$ cat src/verilog/ddr2_bank_pkg.sv
// Shared constants and types for the bank-closing timing logic.
// Assumes one 10 MHz clock for both ends and integer nanosecond timings.
package ddr2_bank_pkg;

  // ----------------------------------------------------------------
  // Command and state encodings
  // ----------------------------------------------------------------
  typedef enum logic [2:0] {
    CMD_NOP = 3'b000,
    CMD_ACTIVATE = 3'b001,
    CMD_READ = 3'b010,
    CMD_WRITE = 3'b011,
    CMD_PRECHARGE = 3'b100
  } cmd_e;

  typedef enum logic [1:0] {
    BANK_IDLE = 2'b00,
    BANK_ACTIVE = 2'b01,
    BANK_AP_WAIT = 2'b10,
    BANK_PRECHARGING = 2'b11
  } bank_state_e;

  // ----------------------------------------------------------------
  // Sizes and mode settings after reset
  // ----------------------------------------------------------------
  localparam int NUM_BANKS = 4;
  localparam int CNT_W = 8;
  localparam int AL_DEF = 0;
  localparam int CL_DEF = 3;
  localparam int BL_DEF = 4;
  localparam int WR_DEF = 2;
  localparam int BL8_EXTRA = 2;
  localparam int MIN_RTP = 2;
  localparam int PREFETCH_GAP = 2;

  // ----------------------------------------------------------------
  // Analog times in ns and clock period
  // ----------------------------------------------------------------
  localparam int TCK_NS = 100;
  localparam int ROW_ACTIVE_TIME_NS = 45;
  localparam int TRP_NS = 15;
  localparam int READ_TO_PRECHARGE_TIME_NS = 8;
  localparam int TRC_NS = 60;

  // Least times, rounded up to whole clocks.
  localparam int ROW_ACTIVE_TIME_CYC = (ROW_ACTIVE_TIME_NS + TCK_NS - 1) / TCK_NS;
  localparam int TRP_CYC = (TRP_NS + TCK_NS - 1) / TCK_NS;
  localparam int RTP_CYC = (READ_TO_PRECHARGE_TIME_NS + TCK_NS - 1) / TCK_NS;
  localparam int TRC_CYC = (TRC_NS + TCK_NS - 1) / TCK_NS;
  localparam int RTPRP_CYC = (READ_TO_PRECHARGE_TIME_NS + TRP_NS + TCK_NS - 1) / TCK_NS;

endpackage : ddr2_bank_pkg

$ cat src/verilog/ddr2_cmd_if.sv
// Command bus between the memory controller and the DRAM bank logic.
// Assumes both ends share mclk_i; the controller drives every signal.
`timescale 1ns/1ps
interface ddr2_cmd_if;
  import ddr2_bank_pkg::*;

  cmd_e cmd;
  logic bank_select_bit0;
  logic bank_select_bit1;
  logic auto_precharge_select_bit;

  modport ctrl (
    output cmd,
    output bank_select_bit0,
    output bank_select_bit1,
    output auto_precharge_select_bit
  );

  modport dram (
    input cmd,
    input bank_select_bit0,
    input bank_select_bit1,
    input auto_precharge_select_bit
  );
endinterface : ddr2_cmd_if

$ cat src/verilog/ddr2_bank_precharge_timing.sv
// DRAM-side bank closing: explicit precharge decode and auto-precharge timing.
// Assumes the controller on the command bus keeps all spacing limits.
//
// Summary of operation
// - Precharge with select low closes one bank.
// - Precharge with select high closes all banks.
// - Controller spaces read to precharge correctly.
// - Controller waits row precharge before activate.
// - Controller waits row active before precharge.
// - Read-to-precharge measured from last prefetch.
// - Controller spaces write to precharge with recovery.
// - Open bank precharged before new row.
// - Select low on access leaves bank open.
// - Select high on access closes bank afterwards.
// - Read auto-precharge starts at latency plus half-burst.
// - Auto-precharge postponed until row active met.
// - Auto-precharge postponed until read-to-precharge met.
// - Pushed precharge period starts when read-to-precharge ends.
// - Controller waits read auto-precharge to activate.
// - Precharge at least two clocks after prefetch.
// - Controller reactivates after precharge and cycle time.
// - Write auto-precharge waits burst plus recovery.
// - Controller reactivates after write recovery, precharge, cycle.
// - Write auto-precharge waits for last data.
// - Lockout delays auto-precharge until restore done.
// - Each bank counts from latest precharge.
// - Read-to-precharge clocks rounded up from time.
`timescale 1ns/1ps
module ddr2_bank_precharge_timing
  import ddr2_bank_pkg::*;
#(
  parameter int AL = AL_DEF,
  parameter int BL = BL_DEF,
  parameter int WL = AL_DEF + CL_DEF - 1,
  parameter int WR = WR_DEF
) (
  // Clock and reset.
  input wire logic mclk_i,
  input wire logic rst_i,
  // Command bus from the controller.
  ddr2_cmd_if.dram cmd_bus,
  // Per-bank status.
  output logic [NUM_BANKS-1:0] bank_open_o,
  output logic [NUM_BANKS-1:0] bank_idle_o,
  output logic [NUM_BANKS-1:0] auto_prech_start_o
);

  // ----------------------------------------------------------------
  // Derived cycle counts, loaded as count minus one
  // ----------------------------------------------------------------
  localparam int LAST_PF = AL + ((BL == 8) ? BL8_EXTRA : 0);
  localparam logic [CNT_W-1:0] LD_ROW_ACTIVE_TIME = CNT_W'(ROW_ACTIVE_TIME_CYC - 1);
  localparam logic [CNT_W-1:0] LD_TRP = CNT_W'(TRP_CYC - 1);
  localparam logic [CNT_W-1:0] LD_RD_NOM = CNT_W'(AL + BL / 2 - 1);
  localparam logic [CNT_W-1:0] LD_PF = CNT_W'(LAST_PF + PREFETCH_GAP - 1);
  localparam logic [CNT_W-1:0] LD_RTP = CNT_W'(LAST_PF + RTP_CYC - 1);
  localparam logic [CNT_W-1:0] LD_RTPRP = CNT_W'(LAST_PF + RTPRP_CYC - 1);
  localparam logic [CNT_W-1:0] LD_WR_NOM = CNT_W'(WL + BL / 2 + WR - 1);
  localparam logic [CNT_W-1:0] ONE = CNT_W'(1);

  // ----------------------------------------------------------------
  // Command decode shared by all banks
  // ----------------------------------------------------------------
  logic [1:0] sel_bank;
  logic ap_bit;
  logic is_pre;
  logic is_act;
  logic is_rd;
  logic is_wr;

  // Bank address and command type taken from the bus each cycle.
  assign sel_bank = {cmd_bus.bank_select_bit1, cmd_bus.bank_select_bit0};
  assign ap_bit = cmd_bus.auto_precharge_select_bit;
  assign is_pre = (cmd_bus.cmd == CMD_PRECHARGE);
  assign is_act = (cmd_bus.cmd == CMD_ACTIVATE);
  assign is_rd = (cmd_bus.cmd == CMD_READ);
  assign is_wr = (cmd_bus.cmd == CMD_WRITE);

  // ----------------------------------------------------------------
  // Per-bank state and timers
  // ----------------------------------------------------------------
  for (genvar b = 0; b < NUM_BANKS; b++) begin : g_bank
    bank_state_e state;
    bank_state_e next_state;
    logic [CNT_W-1:0] ras_cnt;
    logic [CNT_W-1:0] rp_cnt;
    logic [CNT_W-1:0] nom_cnt;
    logic [CNT_W-1:0] pf_cnt;
    logic [CNT_W-1:0] rtp_cnt;
    logic [CNT_W-1:0] rtprp_cnt;
    logic hit;
    logic pre_hit;
    logic ap_rd;
    logic ap_wr;
    logic ap_start;
    logic [CNT_W-1:0] rp_after_rtp;

    assign hit = (sel_bank == 2'(b));
    assign pre_hit = is_pre && (ap_bit || hit);
    assign ap_rd = is_rd && hit && ap_bit && (state == BANK_ACTIVE);
    assign ap_wr = is_wr && hit && ap_bit && (state == BANK_ACTIVE);

    // nominal edge reached; prefetch gap; hold-offs.
    // lockout: no auto-precharge until row active time is met.
    assign ap_start = (state == BANK_AP_WAIT) && (nom_cnt == '0) && (pf_cnt == '0)
                      && (rtp_cnt == '0) && (ras_cnt == '0);

    // remaining precharge runs from where read-to-precharge ended.
    assign rp_after_rtp = (rtprp_cnt > ONE) ? (rtprp_cnt - ONE) : '0;

    // row active timer, restarted by each activate.
    always_ff @(posedge mclk_i) begin
      if (rst_i) begin
        ras_cnt <= '0;
      end else if (is_act && hit) begin
        ras_cnt <= LD_ROW_ACTIVE_TIME;
      end else if (ras_cnt != '0) begin
        ras_cnt <= ras_cnt - ONE;
      end
    end

    // Auto-precharge wait timers, loaded by the access that engages it.
    always_ff @(posedge mclk_i) begin
      if (rst_i) begin
        nom_cnt <= '0;
        pf_cnt <= '0;
        rtp_cnt <= '0;
        rtprp_cnt <= '0;
      end else if (ap_rd) begin
        // nominal edge at latency plus half-burst.
        nom_cnt <= LD_RD_NOM;
        pf_cnt <= LD_PF;
        rtp_cnt <= LD_RTP;
        rtprp_cnt <= LD_RTPRP;
      end else if (ap_wr) begin
        // burst end plus recovery; last data stored first.
        nom_cnt <= LD_WR_NOM;
        pf_cnt <= '0;
        rtp_cnt <= '0;
        rtprp_cnt <= '0;
      end else begin
        nom_cnt <= (nom_cnt != '0) ? nom_cnt - ONE : '0;
        pf_cnt <= (pf_cnt != '0) ? pf_cnt - ONE : '0;
        rtp_cnt <= (rtp_cnt != '0) ? rtp_cnt - ONE : '0;
        rtprp_cnt <= (rtprp_cnt != '0) ? rtprp_cnt - ONE : '0;
      end
    end

    // precharge period timer, restarted by the latest precharge.
    always_ff @(posedge mclk_i) begin
      if (rst_i) begin
        rp_cnt <= '0;
      end else if (pre_hit) begin
        rp_cnt <= LD_TRP;
      end else if (ap_start) begin
        // take the later of a full period and the analog end.
        rp_cnt <= (rp_after_rtp > LD_TRP) ? rp_after_rtp : LD_TRP;
      end else if (rp_cnt != '0) begin
        rp_cnt <= rp_cnt - ONE;
      end
    end

    // Next bank state from the command and the timers.
    always_comb begin
      next_state = state;
      case (state)
        BANK_IDLE: begin
          if (is_act && hit) begin
            next_state = BANK_ACTIVE;
          end
        end
        BANK_ACTIVE: begin
          // plain access leaves the bank open.
          if (ap_rd || ap_wr) begin
            next_state = BANK_AP_WAIT;
          end
        end
        BANK_AP_WAIT: begin
          if (ap_start) begin
            next_state = BANK_PRECHARGING;
          end
        end
        BANK_PRECHARGING: begin
          // an activate is taken as soon as the period has ended.
          if (rp_cnt == '0) begin
            next_state = (is_act && hit) ? BANK_ACTIVE : BANK_IDLE;
          end
        end
        default: begin
          next_state = BANK_IDLE;
        end
      endcase
      // any precharge reaching the bank restarts its period.
      if (pre_hit) begin
        next_state = BANK_PRECHARGING;
      end
    end

    // State register and registered status outputs.
    always_ff @(posedge mclk_i) begin
      if (rst_i) begin
        state <= BANK_IDLE;
        bank_open_o[b] <= 1'b0;
        bank_idle_o[b] <= 1'b1;
        auto_prech_start_o[b] <= 1'b0;
      end else begin
        state <= next_state;
        bank_open_o[b] <= (next_state == BANK_ACTIVE) || (next_state == BANK_AP_WAIT);
        bank_idle_o[b] <= (next_state == BANK_IDLE);
        auto_prech_start_o[b] <= ap_start && !pre_hit;
      end
    end
  end

endmodule : ddr2_bank_precharge_timing

$ cat src/flat_wrapper.sv
// flat-port wrapper written by rule: the top's interface ports become plain ports
module ddr2_bank_precharge_timing_flat import ddr2_bank_pkg::*;
#(
  parameter int AL = AL_DEF,
  parameter int BL = BL_DEF,
  parameter int WL = AL_DEF + CL_DEF - 1,
  parameter int WR = WR_DEF
)
  (mclk_i, rst_i, bank_open_o, bank_idle_o, auto_prech_start_o, cmd_bus_cmd, cmd_bus_bank_select_bit0, cmd_bus_bank_select_bit1, cmd_bus_auto_precharge_select_bit);
  ddr2_cmd_if cmd_bus_i ();
  input wire logic mclk_i;
  input wire logic rst_i;
  output logic [NUM_BANKS-1:0] bank_open_o;
  output logic [NUM_BANKS-1:0] bank_idle_o;
  output logic [NUM_BANKS-1:0] auto_prech_start_o;
  input wire logic [$bits(cmd_bus_i.cmd)-1:0] cmd_bus_cmd;
  input wire logic [$bits(cmd_bus_i.bank_select_bit0)-1:0] cmd_bus_bank_select_bit0;
  input wire logic [$bits(cmd_bus_i.bank_select_bit1)-1:0] cmd_bus_bank_select_bit1;
  input wire logic [$bits(cmd_bus_i.auto_precharge_select_bit)-1:0] cmd_bus_auto_precharge_select_bit;
  assign cmd_bus_i.cmd = cmd_bus_cmd;
  assign cmd_bus_i.bank_select_bit0 = cmd_bus_bank_select_bit0;
  assign cmd_bus_i.bank_select_bit1 = cmd_bus_bank_select_bit1;
  assign cmd_bus_i.auto_precharge_select_bit = cmd_bus_auto_precharge_select_bit;
  ddr2_bank_precharge_timing #(.AL(AL), .BL(BL), .WL(WL), .WR(WR)) u_core (.mclk_i(mclk_i), .rst_i(rst_i), .cmd_bus(cmd_bus_i), .bank_open_o(bank_open_o), .bank_idle_o(bank_idle_o), .auto_prech_start_o(auto_prech_start_o));
endmodule
$ cat config.mk
export PLATFORM = sky130hd
export DESIGN_NAME = ddr2_bank_precharge_timing_flat
export DESIGN_NICKNAME = d
export VERILOG_FILES = /design/src/verilog/ddr2_bank_pkg.sv /design/src/verilog/ddr2_cmd_if.sv /design/src/verilog/ddr2_bank_precharge_timing.sv /design/src/flat_wrapper.sv
export SDC_FILE = /design/constraint.sdc
export NUM_CORES = 1
export LEC_CHECK = 0
export BUFFER_PORTS_ARGS = -buffer_cell sky130_fd_sc_hd__buf_2
export CORE_MARGIN = 1
export CORE_UTILIZATION = 40
export CTS_CLUSTER_DIAMETER = 80
export CTS_CLUSTER_SIZE = 25
export DETAILED_ROUTE_END_ITERATION = 7
export GPL_ROUTABILITY_DRIVEN = 0
export HOLD_SLACK_MARGIN = 0.1
export SYNTH_ARGS = -nofsm -noshare
export SYNTH_HDL_FRONTEND = slang
export SYNTH_SLANG_ARGS = --single-unit
$ cat constraint.sdc
create_clock -name mclk_i -period 3 [get_ports mclk_i]
set_input_delay 0.6 -clock mclk_i [delete_from_list [all_inputs] [get_ports mclk_i]]
set_output_delay 0.6 -clock mclk_i [all_outputs]
set_load 0.01 [all_outputs]
==> summary.md, run 1 <==
| Metric | Value |
|---|---|
| Flops & latches, synth | `212` |
| DRC errors left | `0` |
| Clock Root Buffer | `clkbuf_16` |
| Area growth syn-to-layout | `10.35%` |
| Sequential area share after synthesis | `43.34%` |
| Total wire length | `18.39 mm` |
| Share of Yosys cell area claimed by the top area cell type | `43.34%` |
| Pin count of the biggest net entering global routing | `27` |
| Final-stage net count | `1224` |
| Maximum fanout count along the critical path | `7` |
| RSZ-0062 raised after global routing | `false` |
| Synthesized netlist net count | `1191` |
| Final setup violating endpoints | `0` |
| Pins over their slew limit | `0` |
| Worst setup path startpoint | `u_core.g_bank[2].rtp_cnt[4]` |
| Area of the mapped netlist | `9793 um^2` |
| Number of antenna repair diodes | `0` |
| R2r worst-path depth | `5` |
| Vertical extent of the die | `158.5 um` |
| Syn Inst Count | `1131` |
| Hold Worst Slack | `0.4680 ns` |
| Launching point of the worst reg2reg path | `u_core.g_bank[2].rtp_cnt[4]` |
| Number of distinct library cell variants in the gate-level netlist after synthesis | `52` |
| Count of fill cells added during filler insertion | `2274` |
| Crit path capture | `u_core.g_bank[2].rp_cnt[1]` |
| Vias per cell | `4.951` |
| Cell row count | `56` |
| Fraction of layout instances using a drive strength above 1 | `5.887%` |
| Synth top area cells | `dfxtp_1 43%, nor2_1 8.5%, xnor2_1 7.2%, ha_1 6.6%, xor2_1 5.9%` |
| Power per standard cell area | `872.4 nW/um^2` |
| Top_reg_cell synth | `dfxtp_1` |
| Transition at the pin with the smallest max-transition slack | `1.008 ns` |
| Half-perimeter wire length after detailed placement | `13.43 mm` |
| Post-cts repair resize count | `0` |
| Initial core utilization | `41.23%` |
| Vias in the first global route | `7030` |
| Crit start category | `register` |
| Number of iterations in the first detailed-routing pass | `6` |
| Count of buffers inserted at the top-level ports | `19` |
| Maximum resistive drop on vdd | `387.9 uV` |
| Clock transition at the registers of the reported paths | `0.10 ns` |
| Total gr overflow | `0` |
| Leakage Power | `4.602 nW` |
| Setup slack of the critical path after layout | `0.4177 ns` |
| Global-route wire length before repair | `32.24 mm` |
| Detailed Route Iter0 Violations | `377` |
| CTS hold repair buffers | `0` |
| R2r setup slk | `0.42 ns` |
| TritonCTS Sinks | `212` |
| Reg-to-Reg End | `u_core.g_bank[2].rp_cnt[1]` |
| Number of buffers on the longest clock path | `3` |
| Number of buffers added by the clock tree synthesis step | `14` |
| Post-synth EDFFs | `0` |
| Synthesized area per cell | `8.659 um^2` |
| Max-cap violation count | `0` |
| Status | `finished, final reports clean` |
| Most area-hungry cell type in the Yosys netlist | `dfxtp_1` |
| Remaining antenna violation count | `0` |
| Worst-skew pair later-pin latency | `0.48 ns` |
| Kind of end point of the critical path | `register` |
| Rel. slew slack | `31.89%` |
| Die outline width | `158.5 um` |
| H-tree Lvls | `1` |
| Post-synthesis async set-or-reset flop share | `0%` |
| Final Skew | `0.02225 ns` |
| Count of boundary I/O pins | `20` |
| Placeable core region | `23750 um^2` |
| Endpoint required time on the critical path | `3.43 ns` |
| F_max | `387.3 MHz` |
| Average detailed-routed wire length per instance | `12.34 um` |
| Share of the clock period used by the worst path after layout | `86.08%` |
| DP Worst Slack | `0.4273 ns` |
| Final Critical Period | `2.582 ns` |
| Class of the most critical setup path | `register to register` |
| Total negative setup slack | `0 ns` |
| Util after Layout | `45.50%` |
| Antenna violations before repair | `0` |
| Final Hold Vio Count | `0` |
| Class of the most critical hold timing path | `register to register` |
| Count of yosys warnings during synthesis | `0` |
| DR vias | `7382` |
| Number of buffers added for setup after CTS | `0` |
| TritonCTS clock tree | `done` |
| Endpoint arrival time on the critical path | `3.01 ns` |
| Die area | `25110 um^2` |
| Total power | `9.428 mW` |
| GRT Util Overall | `15.45%` |
-- where the power goes --
group,internal (mW),switching (mW),total (mW)
combinational,1.56,1.78,3.34
sequential,3.45,0.565,4.01
clock,1.04,1.03,2.08
-- routing by layer --
| metal | track usage (%) | wire length (um) | vias up |
|---|---|---|---|
| met1 | 20.70 | 9127 | 3379 |
| li1 | - | - | 3910 |
| met5 | 0 | 0 | - |
| met3 | 2.259 | 602 | 23 |
| met2 | 25.63 | 8286 | 70 |
| met4 | 4.579 | 376 | 0 |
-- layout make-up --
class                           instances  area [um^2]  share of cell area, %
Clock buffer                           16        379.1                  3.508
Clock inverter                          8        105.1                 0.9726
Inverter                               54        202.7                  1.876
Multi-Input combinational cell        851         5291                  48.96
Sequential cell                       212         4244                  39.27
Tap cell                              319        399.1                  3.693
Timing Repair Buffer                   31        185.2                  1.714
-- Yosys cell counts (5+ instances only) --
master and instances:
a21oi_1 27, and2_1 5, and3_1 9, clkbuf_1 10
dfxtp_1 212, ha_1 52, inv_1 54, nand2_1 92
nand2b_1 10, nand3_1 49, nand4b_1 6, nor2_1 221
nor2b_1 16, nor3_1 50, nor3b_1 14, nor4_1 32
nor4b_1 17, o21a_1 5, o21ai_0 9, o31ai_1 20
or2_2 5, or4_1 16, xnor2_1 80, xor2_1 66
-- cells by family (layout without fill, tap and decap cells) --
logic type      count (synthesis)  count (layout)  share of synthesized area, %
simple gates                  559             559                         27.75
flops                         212             212                         43.34
xor+xnor                      146             146                         13.06
compound gates                 93              93                         6.465
buf+inv                        68             109                         2.632
fa+ha+maj                      52              52                         6.644
mux                             1               1                        0.1150
-- through the flow --
stage,instances,area (um^2)
2_1_floorplan,1131,9793
3_3_place_gp,1467,10320
3_5_place_dp,1467,10320
4_1_cts,1491,10810
5_1_grt,1491,10810
6_report,1491,10810
-- how the worst min path moves through the flow --
stage | from | to | slack [ns] | cells past startpoint
finish | u_core.g_bank[3].rtp_cnt[0] | u_core.g_bank[3].rtp_cnt[0] | 0.47 | 1
global route | cmd_bus_cmd[0] | u_core.g_bank[2].nom_cnt[2] | 0.45 | 3
CTS | cmd_bus_cmd[0] | u_core.g_bank[2].nom_cnt[2] | 0.44 | 3
detailed placement | u_core.g_bank[3].rtp_cnt[0] | u_core.g_bank[3].rtp_cnt[0] | 0.45 | 1
global placement | u_core.g_bank[3].rtp_cnt[0] | u_core.g_bank[3].rtp_cnt[0] | 0.45 | 1
floorplan | u_core.g_bank[3].rtp_cnt[0] | u_core.g_bank[3].rtp_cnt[0] | 0.43 | 1
-- worst max-delay path: stages, from the launching register on --
cell	delay, ns
dfxtp_1	0.35
or4_1	0.55
or4b_4	0.56
or4_1	0.66
nor3_1	0.24
o221a_1	0.19
-- layout by cell type, fill, tap and decap left out, types with 17 or more instances in the layout --
cell type / count
nor2_1: 221
dfxtp_1: 212
nand2_1: 92
xnor2_1: 80
xor2_1: 66
inv_1: 54
ha_1: 52
nor3_1: 50
nand3_1: 49
nor4_1: 32
a21oi_1: 27
o31ai_1: 20
buf_2: 19
nor4b_1: 17
-- sequential cells by signal, summed over array words and instances (netlist names) --
register / cells
u_core.auto_prech_start_o: 4
u_core.bank_idle_o: 4
u_core.bank_open_o: 4
u_core.g_bank.nom_cnt: 32
u_core.g_bank.pf_cnt: 32
u_core.g_bank.ras_cnt: 32
u_core.g_bank.rp_cnt: 32
u_core.g_bank.rtp_cnt: 32
u_core.g_bank.rtprp_cnt: 32
u_core.g_bank.state: 8
No activity file was read; power rests on OpenSTA's default activity.
==> run 2: changes to the inputs <==
--- a/config.mk
+++ b/config.mk
@@ -13,6 +13,7 @@
 export DETAILED_ROUTE_END_ITERATION = 7
 export GPL_ROUTABILITY_DRIVEN = 0
 export HOLD_SLACK_MARGIN = 0.1
+export PLACE_DENSITY = 0.63
 export SYNTH_ARGS = -nofsm -noshare
 export SYNTH_HDL_FRONTEND = slang
 export SYNTH_SLANG_ARGS = --single-unit
==> summary.md, run 2 (synthesis gave the netlist of run 1 again) <==
| Metric | Value |
|---|---|
| Cell area after layout | `10800 um^2 (about the same)` |
| Number of buffers on the longest clock path | `3 (unchanged)` |
| Count of buffers inserted at the top-level ports | `19 (unchanged)` |
| Number of iterations in the first detailed-routing pass | `4 (-2)` |
| Half-perimeter wire length after detailed placement | `13.33 mm (-0.81%)` |
| Maximum fanout count along the critical path | `7 (unchanged)` |
| Number of antenna repair diodes | `0 (unchanged)` |
| Vias per cell | `4.904 (-0.95%)` |
| Initial core utilization | `41.23% (unchanged)` |
| Status | `finished, final reports clean` |
| DR WL met3 | `428 um (-29%)` |
| Total negative setup slack | `0 ns (unchanged)` |
| Vias in the first global route | `6982 (-0.68%)` |
| Placeable core region | `23750 um^2 (unchanged)` |
| Vertical extent of the die | `158.5 um (unchanged)` |
| Remaining antenna violation count | `0 (unchanged)` |
| Total gr overflow | `0 (unchanged)` |
| Detailed Route Iter0 Violations | `299 (-21%)` |
| Worst-skew pair later-pin latency | `0.49 ns (about the same)` |
| TritonCTS clock tree | `done` |
| Met1 wire length | `9.272 mm (+1.6%)` |
| Fraction of layout instances using a drive strength above 1 | `5.807% (-0.080 points)` |
| Die outline width | `158.5 um (unchanged)` |
| Number of buffers added by the clock tree synthesis step | `14 (unchanged)` |
| Final setup violating endpoints | `0 (unchanged)` |
| Max-cap violation count | `0 (unchanged)` |
| Global-route wire length before repair | `31.73 mm (-1.6%)` |
| Commonest non-fill, non-tap cells in the layout | `221 x nor2_1, 212 x dfxtp_1, 92 x nand2_1` |
| Class of the most critical hold timing path | `primary input to register` |
| Final-stage net count | `1223 (-0.082%)` |
| Cell row count | `56 (unchanged)` |
| Average detailed-routed wire length per instance | `12.29 um (-0.38%)` |
| Endpoint arrival time on the critical path | `3.04 ns (+0.03 ns)` |
| Class of the most critical setup path | `register to register` |
| Clock transition at the registers of the reported paths | `0.09 ns (about the same)` |
| Highest routing layer actually used | `met5` |
| H-tree Lvls | `1 (unchanged)` |
| Leakage Power | `4.599 nW (about the same)` |
| Endpoint required time on the critical path | `3.42 ns (about the same)` |
| Clock Root Buffer | `clkbuf_16` |
| Count of boundary I/O pins | `20 (unchanged)` |
| TritonCTS Sinks | `212 (unchanged)` |
| Rel. slew slack | `33.63% (+1.7 points)` |
| Maximum resistive drop on vdd | `409.7 uV (+5.6%)` |
| Crit start category | `register` |
| DR vias | `7307 (-1.0%)` |
| Kind of end point of the critical path | `register` |
| Post-cts repair resize count | `0 (unchanged)` |
| Antenna violations before repair | `1 (+1)` |
| Die area | `25110 um^2 (unchanged)` |
| Pin count of the biggest net entering global routing | `31 (+15%)` |
| Transition at the pin with the smallest max-transition slack | `0.9827 ns (-0.02576 ns)` |
| GRT Util Overall | `15.25% (-0.20 points)` |
| Power per standard cell area | `873.7 nW/um^2 (+0.14%)` |
| CTS hold repair buffers | `0 (unchanged)` |
| Count of fill cells added during filler insertion | `2322 (+2.1%)` |
| DRC errors left | `0 (unchanged)` |
| Total wire length | `18.31 mm (-0.45%)` |
| RSZ-0062 raised after global routing | `false` |
| F_max | `381.5 MHz (-1.5%)` |
| Share of the clock period used by the worst path after layout | `87.38% (+1.3 points)` |
| Most common library cell in the layout ignoring fill and taps | `nor2_1` |
| Final Critical Period | `2.621 ns (+0.03901 ns)` |
| Area growth syn-to-layout | `10.27% (about the same)` |
| Placed cell area | `10310 um^2 (about the same)` |
| Sum of met2 wire segment lengths after detailed routing | `8.257 mm (-0.35%)` |
| Number of buffers added for setup after CTS | `0 (unchanged)` |
| Final Skew | `0.02810 ns (+0.005847 ns)` |
| Final Hold Vio Count | `0 (unchanged)` |
| Pins over their slew limit | `0 (unchanged)` |
## run 2: path summary, 6_finish.rpt
| check | start | endpoint | slack, ns | cells past startpoint |
|---|---|---|---|---|
| max reg2reg | u_core.g_bank[2].pf_cnt[5] | u_core.g_bank[2].rp_cnt[0] | 0.38 | 5 |
| min reg2reg | u_core.g_bank[0].rtp_cnt[0] | u_core.g_bank[0].rtp_cnt[0] | 0.47 | 1 |
| max | u_core.g_bank[2].pf_cnt[5] | u_core.g_bank[2].rp_cnt[0] | 0.38 | 5 |
| min | cmd_bus_cmd[0] | u_core.g_bank[2].nom_cnt[2] | 0.47 | 3 |
## run 2: metrics by stage
step	total power, mW	util [%]	hold slack [ns]	cells	worst slack (ns)
4_1_cts	9.565	45.46	0.4476	1490	0.3876
6_report	9.435	45.46	0.4699	1490	0.3787
3_3_place_gp	7.348	43.43	0.4467	1466	0.4658
5_1_grt	10.24	45.46	0.4691	1490	0.2985
3_5_place_dp	7.405	43.43	0.4577	1466	0.4229
2_1_floorplan	6.765	-	0.4254	1131	0.3751
## run 2: power breakdown
| group | switching, mW | internal [mW] | total (mW) |
|---|---|---|---|
| Clock | 1.03 | 1.06 | 2.09 |
| Sequential | 0.562 | 3.45 | 4.01 |
| Combinational | 1.77 | 1.56 | 3.34 |
## run 2: worst max-delay path: stages, from the launching register on
cell	delay (ns)
dfxtp_1	0.34
or4_4	0.54
or4b_4	0.56
or4_1	0.69
nor3_1	0.23
o221a_1	0.20
## run 2: metal layers
layer  vias up  global-route usage (%)
li1       3897                       -
met1      3337                   20.09
met2        46                   26.02
met3        25                   2.177
met4         2                   3.892
met5         -                       0
## run 2: area by class of cell
| cell class | instances | area [um^2] | share of cell area, % |
|---|---|---|---|
| Tap cell | 319 | 399.1 | 3.696 |
| Clock inverter | 7 | 91.34 | 0.8458 |
| Inverter | 54 | 202.7 | 1.877 |
| Timing Repair Buffer | 30 | 177.7 | 1.645 |
| Multi-Input combinational cell | 851 | 5291 | 49.00 |
| Clock buffer | 17 | 392.9 | 3.638 |
| Sequential cell | 212 | 4244 | 39.30 |
